$ cat src/verilog/ppc_cfg.svh
`ifndef PPC_CFG_SVH
`define PPC_CFG_SVH
`define PPC_OFS_CFG_A 8'h8f
`define PPC_OFS_CFG_B 8'h90
`define PPC_OFS_REV 8'h91
`define PPC_OFS_PART 8'h92
`define PPC_OFS_CFG_SIX 8'h93
`define PPC_RST_CFG_A 8'h00
`define PPC_RST_CFG_B 8'h20
`define PPC_RST_CFG_SIX 8'h00
`define PPC_AUTO_OFF_BIT 6
// Identity codes: arbitrary neutral values
`define PPC_FUNC_CODE 2'h1
`define PPC_REV_CODE 3'h2
`define PPC_PART_CODE 8'h5a
`define PPC_PULSE_US_ADD 10'h002
`define PPC_CYC_PER_US 6'h28
`define PPC_MIN_PULSE_US 11'h011
`endif

$ cat src/verilog/ppc_pkg.sv
`default_nettype none
package ppc_pkg;
	typedef enum logic [1:0] {
		PPC_IDLE = 2'b00,
		PPC_PULSE = 2'b01,
		PPC_GAP = 2'b10
	} ppc_state_t;
endpackage : ppc_pkg
`default_nettype wire

$ cat src/verilog/ppc_pulse_timer.sv
`timescale 1ns/1ps
`default_nettype none
`include "ppc_cfg.svh"
// Times one emitter pulse: (code + 2) microseconds at 40 clocks per us
module ppc_pulse_timer (
	input wire logic mclk_i, // Clock
	input wire logic arst_n_i, // Async reset, low
	input wire logic start_i, // Start one pulse
	input wire logic [9:0] width_code_i, // Pulse length code
	output logic busy_o // Pulse in progress
);
	logic [10:0] us_q;
	logic [5:0] sub_q;
	always_ff @(posedge mclk_i or negedge arst_n_i) begin
		if (!arst_n_i) begin
			us_q <= 11'h000;
			sub_q <= 6'h00;
		end else if (start_i && us_q == 11'h000) begin
			us_q <= {1'b0, width_code_i} + {1'b0, `PPC_PULSE_US_ADD};
			sub_q <= `PPC_CYC_PER_US - 6'h01;
		end else if (us_q != 11'h000) begin
			if (sub_q == 6'h00) begin
				us_q <= us_q - 11'h001;
				sub_q <= `PPC_CYC_PER_US - 6'h01;
			end else begin
				sub_q <= sub_q - 6'h01;
			end
		end
	end
	assign busy_o = (us_q != 11'h000);
endmodule : ppc_pulse_timer
`default_nettype wire

$ cat src/verilog/ppc_top.sv
`timescale 1ns/1ps
`default_nettype none
`include "ppc_cfg.svh"
module ppc_top
	import ppc_pkg::*;
(
	input wire logic mclk_i, // 40 MHz clock
	input wire logic arst_n_i, // Async reset, low
	input wire logic reg_wr_i, // Register write strobe
	input wire logic reg_rd_i, // Register read strobe
	input wire logic [7:0] reg_addr_i, // Register address
	input wire logic [7:0] reg_wdata_i, // Write data
	output logic [7:0] reg_rdata_o, // Read data, registered
	input wire logic cycle_start_i, // Start a proximity cycle
	input wire logic near_sat_i, // Near-saturation from front end
	output logic emitter_o, // Emitter drive
	output logic cycle_done_o, // Cycle finished, one pulse
	output logic [6:0] pulses_sent_o, // Pulses in last cycle
	output logic [9:0] pulse_width_code_o, // Current length code
	output logic auto_pulse_control_o // Automatic control active
);
	logic [7:0] cfg_a_q;
	logic [7:0] cfg_b_q;
	logic [7:0] cfg_six_q;
	logic [7:0] rdata_q;
	logic [6:0] cnt_q;
	logic [6:0] sent_q;
	logic done_q;
	logic busy;
	logic start_pulse;
	logic stop_now;
	logic [6:0] max_pulses;
	ppc_state_t state_q;

	function automatic logic [7:0] reg_read(input logic [7:0] a,
		input logic [7:0] ca, input logic [7:0] cb, input logic [7:0] c6);
		case (a)
			`PPC_OFS_CFG_A: reg_read = ca;
			`PPC_OFS_CFG_B: reg_read = cb;
			`PPC_OFS_REV: reg_read = {3'h0, `PPC_FUNC_CODE, `PPC_REV_CODE};
			`PPC_OFS_PART: reg_read = `PPC_PART_CODE;
			`PPC_OFS_CFG_SIX: reg_read = c6;
			default: reg_read = 8'h00;
		endcase
	endfunction : reg_read

	// Revision and part codes have no storage, so writes there fall away
	always_ff @(posedge mclk_i or negedge arst_n_i) begin
		if (!arst_n_i) begin
			cfg_a_q <= `PPC_RST_CFG_A;
			cfg_b_q <= `PPC_RST_CFG_B;
			cfg_six_q <= `PPC_RST_CFG_SIX;
		end else if (reg_wr_i) begin
			if (reg_addr_i == `PPC_OFS_CFG_A)
				cfg_a_q <= reg_wdata_i;
			if (reg_addr_i == `PPC_OFS_CFG_B)
				cfg_b_q <= reg_wdata_i;
			if (reg_addr_i == `PPC_OFS_CFG_SIX)
				cfg_six_q <= reg_wdata_i;
		end
	end

	always_ff @(posedge mclk_i or negedge arst_n_i) begin
		if (!arst_n_i) begin
			rdata_q <= 8'h00;
		end else if (reg_rd_i) begin
			rdata_q <= reg_read(reg_addr_i, cfg_a_q, cfg_b_q,
				cfg_six_q);
		end
	end
	assign reg_rdata_o = rdata_q;

	assign pulse_width_code_o = {cfg_a_q[7:6], cfg_b_q};
	assign max_pulses = {1'b0, cfg_a_q[5:0]} + 7'h01;
	assign auto_pulse_control_o = !cfg_six_q[`PPC_AUTO_OFF_BIT];
	// Saturation only cuts a cycle short in automatic mode
	assign stop_now = (cnt_q >= max_pulses) ||
		(auto_pulse_control_o && near_sat_i);

	ppc_pulse_timer u_timer (
		.mclk_i(mclk_i),
		.arst_n_i(arst_n_i),
		.start_i(start_pulse),
		.width_code_i(pulse_width_code_o),
		.busy_o(busy)
	);

	assign start_pulse = (state_q == PPC_IDLE && cycle_start_i) ||
		(state_q == PPC_GAP && !busy && !stop_now);

	always_ff @(posedge mclk_i or negedge arst_n_i) begin
		if (!arst_n_i) begin
			state_q <= PPC_IDLE;
			cnt_q <= 7'h00;
			sent_q <= 7'h00;
			done_q <= 1'b0;
		end else begin
			done_q <= 1'b0;
			case (state_q)
				PPC_IDLE: begin
					if (cycle_start_i) begin
						cnt_q <= 7'h01;
						state_q <= PPC_PULSE;
					end
				end
				PPC_PULSE: begin
					state_q <= PPC_GAP;
				end
				PPC_GAP: begin
					// Pulse ends before the next decision, one idle clock min
					if (!busy) begin
						if (stop_now) begin
							sent_q <= cnt_q;
							done_q <= 1'b1;
							state_q <= PPC_IDLE;
						end else begin
							cnt_q <= cnt_q + 7'h01;
							state_q <= PPC_PULSE;
						end
					end
				end
				default: state_q <= PPC_IDLE;
			endcase
		end
	end
	assign emitter_o = busy;
	assign cycle_done_o = done_q;
	assign pulses_sent_o = sent_q;

	// Assertion helper only: measures each pulse against the code latched
	// at its start, since a config write may land in mid-pulse
	logic [15:0] span_q;
	logic [9:0] span_code_q;
	always_ff @(posedge mclk_i or negedge arst_n_i) begin
		if (!arst_n_i) begin
			span_code_q <= 10'h000;
		end else if (start_pulse && !busy) begin
			span_code_q <= pulse_width_code_o;
		end
	end
	always_ff @(posedge mclk_i or negedge arst_n_i) begin
		if (!arst_n_i) begin
			span_q <= 16'h0000;
		end else if (busy) begin
			span_q <= span_q + 16'h0001;
		end else begin
			span_q <= 16'h0000;
		end
	end

	a_fixed_count: assert property (
		@(posedge mclk_i) disable iff (!arst_n_i)
		(done_q && cfg_six_q[`PPC_AUTO_OFF_BIT] &&
		!$past(reg_wr_i)) |->
		sent_q == max_pulses)
		else $error("fixed mode pulse count wrong");
	a_count_limit: assert property (
		@(posedge mclk_i) disable iff (!arst_n_i)
		done_q |-> (sent_q <= max_pulses || $past(reg_wr_i)))
		else $error("pulse count above maximum");
	a_sat_stop: assert property (
		@(posedge mclk_i) disable iff (!arst_n_i)
		(state_q == PPC_GAP && !busy && near_sat_i &&
		auto_pulse_control_o) |=> state_q == PPC_IDLE && done_q)
		else $error("saturation did not end cycle");
	a_fixed_more: assert property (
		@(posedge mclk_i) disable iff (!arst_n_i)
		(state_q == PPC_GAP && !busy && !auto_pulse_control_o &&
		cnt_q < max_pulses) |=> state_q == PPC_PULSE && busy)
		else $error("fixed mode stopped early");
	a_one_gap: assert property (
		@(posedge mclk_i) disable iff (!arst_n_i)
		$fell(busy) |=> (busy || done_q))
		else $error("gap after pulse not one clock");
	a_done_single: assert property (
		@(posedge mclk_i) disable iff (!arst_n_i)
		done_q |=> !done_q)
		else $error("cycle done longer than one clock");
	a_idle_dark: assert property (
		@(posedge mclk_i) disable iff (!arst_n_i)
		state_q == PPC_IDLE |-> !busy)
		else $error("emitter on while idle");

	a_width_map: assert property (
		@(posedge mclk_i) disable iff (!arst_n_i)
		pulse_width_code_o[7:0] == cfg_b_q &&
		pulse_width_code_o[9:8] == cfg_a_q[7:6])
		else $error("pulse width code misassembled");
	a_pulse_len: assert property (
		@(posedge mclk_i) disable iff (!arst_n_i)
		(state_q == PPC_IDLE && cycle_start_i && !reg_wr_i &&
		pulse_width_code_o == 10'h000) |=> busy [*8] ##73 !busy)
		else $error("pulse length not code plus two us");
	// Any legal code gives at least two microseconds of drive
	a_pulse_min: assert property (
		@(posedge mclk_i) disable iff (!arst_n_i)
		(state_q == PPC_IDLE && cycle_start_i) |=> busy [*8] ##72 busy)
		else $error("pulse shorter than two us");
	a_pulse_span: assert property (
		@(posedge mclk_i) disable iff (!arst_n_i)
		$fell(busy) |-> span_q == (16'(span_code_q) +
		16'(`PPC_PULSE_US_ADD)) * 16'(`PPC_CYC_PER_US))
		else $error("pulse span not code plus two us");

	a_cfg_a_write: assert property (
		@(posedge mclk_i) disable iff (!arst_n_i)
		(reg_wr_i && reg_addr_i == `PPC_OFS_CFG_A) |=>
		cfg_a_q == $past(reg_wdata_i))
		else $error("pulse config a write lost");
	a_cfg_b_write: assert property (
		@(posedge mclk_i) disable iff (!arst_n_i)
		(reg_wr_i && reg_addr_i == `PPC_OFS_CFG_B) |=>
		cfg_b_q == $past(reg_wdata_i))
		else $error("pulse config b write lost");
	a_six_read: assert property (
		@(posedge mclk_i) disable iff (!arst_n_i)
		(reg_rd_i && reg_addr_i == `PPC_OFS_CFG_SIX) |=>
		reg_rdata_o == $past(cfg_six_q))
		else $error("config six read wrong");
	a_ro_regs: assert property (
		@(posedge mclk_i) disable iff (!arst_n_i)
		(reg_rd_i && reg_addr_i == `PPC_OFS_PART) |=>
		reg_rdata_o == `PPC_PART_CODE)
		else $error("part code not fixed");
	a_rev_read: assert property (
		@(posedge mclk_i) disable iff (!arst_n_i)
		(reg_rd_i && reg_addr_i == `PPC_OFS_REV) |=>
		reg_rdata_o == {3'h0, `PPC_FUNC_CODE, `PPC_REV_CODE})
		else $error("revision code not fixed");
	a_unmapped_read: assert property (
		@(posedge mclk_i) disable iff (!arst_n_i)
		(reg_rd_i && reg_addr_i != `PPC_OFS_CFG_A &&
		reg_addr_i != `PPC_OFS_CFG_B && reg_addr_i != `PPC_OFS_REV &&
		reg_addr_i != `PPC_OFS_PART && reg_addr_i != `PPC_OFS_CFG_SIX)
		|=> reg_rdata_o == 8'h00)
		else $error("unmapped read not zero");
	a_b_reset: assert property (
		@(posedge mclk_i)
		$rose(arst_n_i) |-> cfg_b_q == `PPC_RST_CFG_B)
		else $error("length low byte reset wrong");
endmodule : ppc_top
`default_nettype wire
$ cat config.mk
export PLATFORM = sky130hd
export DESIGN_NAME = ppc_top
export DESIGN_NICKNAME = d
export VERILOG_FILES = /design/src/verilog/ppc_pkg.sv /design/src/verilog/ppc_pulse_timer.sv /design/src/verilog/ppc_top.sv
export VERILOG_INCLUDE_DIRS = /design/src /design/src/verilog
export SDC_FILE = /design/constraint.sdc
export NUM_CORES = 1
export LEC_CHECK = 0
export BUFFER_PORTS_ARGS = -buffer_cell sky130_fd_sc_hd__buf_2
export CAP_MARGIN = 20
export CORE_ASPECT_RATIO = 0.7
export CORE_MARGIN = 2
export CORE_UTILIZATION = 45
export CTS_BUF_LIST = sky130_fd_sc_hd__clkbuf_4
export DETAILED_ROUTE_END_ITERATION = 12
export HOLD_SLACK_MARGIN = 0.05
export PLACE_DENSITY = 0.65
export RECOVER_POWER = 50
export SYNTH_ARGS = -nofsm -noshare
export SYNTH_HDL_FRONTEND = slang
export SYNTH_SLANG_ARGS = --single-unit
$ cat constraint.sdc
create_clock -name mclk_i -period 3.5 [get_ports mclk_i]
set_input_delay 0.525 -clock mclk_i [delete_from_list [all_inputs] [get_ports mclk_i]]
set_output_delay 0.525 -clock mclk_i [all_outputs]
set_load 0.005 [all_outputs]
* After elaboration in Yosys (flattened, before gate mapping) *
Index checks and enable logic that the tools add are counted.

storage, ports and cells
  bits in registers = 66
  logic and storage cells = 69

operators by class
  $add $sub $neg = 5
  magnitude comparators = 1
  equal/unequal tests = 10
  multiplexer cells = 18
  bitwise logic cells = 1
  reduce and logical (&&, ||, !) cells = 24

operators with widths
  operator                 count
  $eq A8 B8 Y1 const B     5
  $pmux W8 S5              1
  $mux W11                 3
  $mux W7                  3
  $mux W6                  3
  $pmux W7 S2              1
  $add A10 B2 Y11 const B  1
  $logic_not A11 Y1        1
  $reduce_bool A11 Y1      1
  $sub A11 B1 Y11 const B  1
  $reduce_and A2 Y1        5
  $add A6 B1 Y7 const B    1
  $add A7 B1 Y7 const B    1
  $ge A7 B7 Y1             1
  $logic_not A6 Y1         1
  $ne A2 B2 Y1 const B     3
  $pmux W2 S3              1
  $reduce_bool A2 Y1       3
  $sub A6 B1 Y6 const B    1
  $logic_and A1 B1 Y1      5
  $mux W1                  4
  $mux W2                  2
  $reduce_and A4 Y1        1
  $logic_not A1 Y1         3
  6 further kinds          7

* Depth between registers and ports, before layout *
  word-level depth = 9
  gate-level depth with buffers = 11
  mapped depth without buffers = 10

* Cells and area by module *
A second synthesis with hierarchy kept.

second synthesis, totals
  cell total of the unflattened synthesis = 337
  area total of the unflattened synthesis = 3623.5 µm²

modules (own cells, without submodules)
  module           times used  cells each  area an instance (µm²)
  ppc_top          1           209         2429.8
  ppc_pulse_timer  1           128         1193.6

* Least setup slack after synthesis *
No wires, ideal clock.

  path type = register -> register
  start = reg cfg_a_q[0]
  end = reg cnt_q[5]
  data arrival time = 2.420 ns
  required time = 3.422 ns
  path slack = 1.002 ns
  cell stages (with the launch flop) = 11
  period minus slack after synthesis = 2.498 ns
  cells stage by stage = dfrtp_1 -> ha_1 -> nand3_1 -> xor2_1 -> ha_1 -> a21oi_1 -> o221ai_1 -> a21oi_4 -> a21oi_2 -> or4_1 -> a21oi_1

on the way
  longest elaborated chain between the ends = 5

RTL lines
  element                             line            text
  start: declaration                  ppc_top.sv:22   logic [7:0] cfg_a_q;
  start signal: assignment            ppc_top.sv:50   cfg_a_q <= `PPC_RST_CFG_A;
  start signal: assignment            ppc_top.sv:55   cfg_a_q <= reg_wdata_i;
  $add A6 B1 Y7                       ppc_top.sv:74   assign max_pulses = {1'b0, cfg_a_q[5:0]} + 7'h01;
  $ge A7 B7 Y1                        ppc_top.sv:77   assign stop_now = (cnt_q >= max_pulses) ||
  $logic_or A1 B1 Y1                  ppc_top.sv:77
  $ne A2 B2 Y1 (no source line)       -
  $reduce_and A4 Y1 (no source line)  -
  end signal: assignment              ppc_top.sv:117  cnt_q <= cnt_q + 7'h01;
  end: declaration                    ppc_top.sv:26   logic [6:0] cnt_q;

No other way between the ends.
A chain may end at the register's enable or synchronous reset.

* Worst setup path after layout *
Same ends and word-level chain as after synthesis.

==> results.toml <==
[clocking]
post_cts.repair.setup_buffers = 0
path_clk_slew_ns = 0.11
cts_tree = "built"
clk_latency_ns = 0.43
clk_path_buf_depth = 2
root_buffer = "clkbuf_4"
cts.sinks = 66
cts-hold-fix-buffers = 0
post_cts_resized = 0
cts-buffers-inserted = 9
htree_num_levels = 3

[yosys]
synthAdderAreaFrac = 0.04545
synthTopCellsByArea = "dfrtp_1 45%, mux2_2 9.4%, ha_1 4.5%"
ys_seq_area_frac = 0.4619
synth.avg_cell_area_um2 = 10.78
syn_nets = 367
yosysTopAreaCell = "dfrtp_1"
synth_top_area_frac = 0.4545
syn_area_um2 = 3578
synth_edf_count = 0
synth.distinct_cells = 61
synth_mux_area_frac = 0.1028
ys_ff_latch = 66
synth_ff_type = "dfrtp_1"
yosys_warnings = 0
synth-compound-area-share = 0.1538
async_reset_ff_frac = 1.000
synth_top_family_by_area = "simple AND/OR/NAND/NOR gates"
yosys.area_share.simple = 0.1720
synth_cells = 332
synth_xor_area_frac = 0.03182

[power_and_ir_drop]
power_density_nw_per_um2 = 397.5
power_w = 0.001608
ir_drop_v = 0.0002673
sw_frac_of_total = 0.3089
power_frac_clock = 0.311
p_int_w = 0.001111
combPwrFrac = 0.153
power.switching_w = 0.0004967
share_seq_of_total_power = 0.537
leakage_nw = 1.844

[sta]
fin_skew_ns = 0.01533
maxClockFrequency_mhz = 351.6
worst_pin_slew_ns = 1.477
timing.max_slew.rel_slack = 0.01516
period_minus_slack_ns = 2.844
hold_viol = 0
worst_slack_ns = 0.6561
setup_viol = 0
tns_ns = 0
min_period_over_period = 0.8125
slew_violations = 0
grt_setup_unrepaired = "false"

[layout]
final_cell_mix = "65 x dfrtp_1, 43 x buf_2, 30 x mux2_2"
fin_nets = 424
layout.cells.non_filler = 495
area_growth_pct = 13.04
drive_gt1_frac = 0.2868
fillerInstances = 723
antenna_cells = 0
final_common_cell = "dfrtp_1"

[drt]
viasPerCell = 5.644
firstDrtPassIters = 4
drc = 0
drt_iter0_markers = 201
via_count = 2794
antenna_left = 0
avgRoutedWirePerCell_um = 16.59
wl_mm = 8.212

[die]
die_w_um = 110.6
dieArea_um2 = 8693
die_y_um = 78.61
start_util = 0.4586
row_count = 27
coreArea_um2 = 7804
ioPinCount = 50

[worst_setup_path]
start_kind = "flop"
reg2reg_setup_slack_ns = 0.66
critPathKind = "reg -> reg"
arrival_ns = 3.21
critPathRequiredTime_ns = 3.86
end_kind = "flop"
critPathMaxFanout = 15

[hold_path]
hold_path.class = "in -> reg"

[grt]
grt_pass1_vias = 2641
antenna_found_initial = 0
grt_overflow_total = 0
track_usage = 0.1987
grt_first_pass_wirelength_mm = 13.42
grt_max_degree = 28

[place]
dp_hpwl_mm = 6.084
gp_congestion = 0.8252
dp_worst_setup_slack_ns = 0.5390
dpl.cell_count = 478
portBuffers = 49

[outcome]
status = "finished clean"

[flow_run]
max_cap_violations = 0
-- cells in the mapped netlist (2+ instances only) --
master    instances
o22ai_1           6
nand4_1           4
nor2b_1           4
dfrtp_1          65
inv_1            19
mux2i_1           3
a31oi_1           3
buf_2             2
or4_1             2
a221oi_1          2
o41ai_1           2
mux2_2           30
nand2_1          25
nor3b_2           2
o21ai_1           6
o31ai_2           2
o31ai_1           6
o21ai_0          10
nor2_1           17
a22o_1            4
a21oi_1          22
buf_4             2
a211oi_4          2
xor2_1            6
clkbuf_1          2
nor3_1            6
o221ai_1          3
nand2b_1          2
nor2_4            2
or3_1             8
nand3_1          10
nand2_2           2
ha_1             13
and3_1            4
xnor2_1           7
and2_1            2
-- power by group through the flow --
stage | sequential [W] | clock (W) | combinational [W]
finish | 0.000863 | 0.000500 | 0.000245
global placement | 0.000875 | 0 | 0.000238
detailed placement | 0.000877 | 0 | 0.000248
floorplan | 0.000860 | 0 | 0.000171
CTS | 0.000862 | 0.000519 | 0.000249
global route | 0.000871 | 0.000549 | 0.000274
-- stage by stage --
step / instance area [µm²] / hold slack, ns / utilization
final: 4045 / 0.3553 / 0.5184
after global routing: 4045 / 0.3503 / 0.5184
after CTS: 4061 / 0.1046 / 0.5204
after detailed placement: 3929 / 0.4893 / 0.5034
after global placement: 3929 / 0.4887 / 0.5034
after floorplan: 3578 / 0.2294 / -
-- state kept, by name, summed over array words and instances, names as in the netlist --
| signal | flops |
|---|---|
| reg_rdata_o | 8 |
| cfg_b_q | 8 |
| state_q | 2 |
| pulses_sent_o | 7 |
| cnt_q | 7 |
| cycle_done_o | 1 |
| u_timer.us_q | 11 |
| cfg_six_q | 8 |
| cfg_a_q | 8 |
| u_timer.sub_q | 6 |
-- worst max-delay path, cell delays in order, from the launching register on --
cell,delay [ns]
dfrtp_1,0.45
ha_1,0.26
nand3_1,0.11
xor2_1,0.16
ha_1,0.26
a21oi_1,0.13
o221ai_1,0.16
a21oi_4,0.31
a21oi_2,0.23
or4_1,0.57
a21oi_1,0.15
-- logic make-up (layout without fill, tap and decap cells) --
| logic type | Yosys count | after routing |
|---|---|---|
| AND/OR/NAND/NOR | 103 | 103 |
| AO/OA/AOI/OAI | 78 | 78 |
| flip-flops | 66 | 66 |
| multiplexers | 33 | 33 |
| buffers and inverters | 26 | 88 |
| adder cells (fa/ha/maj) | 13 | 13 |
| XOR/XNOR | 13 | 13 |
-- cell type report --
cell class / count / area [µm²] / share of cell area
flip-flops and latches: 66 / 1653 / 0.4086
well taps: 101 / 126.4 / 0.03124
clock inverters: 6 / 57.56 / 0.01423
clock buffers: 10 / 75.07 / 0.01856
inverters: 19 / 71.32 / 0.01763
repair buffers: 53 / 256.5 / 0.06341
multi-input cells: 240 / 1805 / 0.4463
-- worst paths after layout --
kind | start | end | cells after the start
hold / removal | reg_wdata_i[0] | cfg_a_q[0] | 3
max in group asynchronous | arst_n_i | cfg_b_q[0] | 2
setup / recovery | cfg_a_q[0] | cnt_q[5] | 10
min in group asynchronous | arst_n_i | u_timer.us_q[0] | 1
setup reg to reg | cfg_a_q[0] | cnt_q[5] | 10
hold reg to reg | pulses_sent_o[2] | pulses_sent_o[2] | 1
-- per-layer routing --
metal / share of wire / up-vias / routed length [µm] / track usage
met5: 0 / - / 0 / 0
met3: 0.042 / 10 / 343 / 0.05174
met4: 0.012 / 0 / 99 / 0.07000
li1: - / 1332 / - / -
met1: 0.50 / 1392 / 4118 / 0.2819
met2: 0.44 / 60 / 3651 / 0.2951
Note: power is estimated with default switching activity, not from simulation.
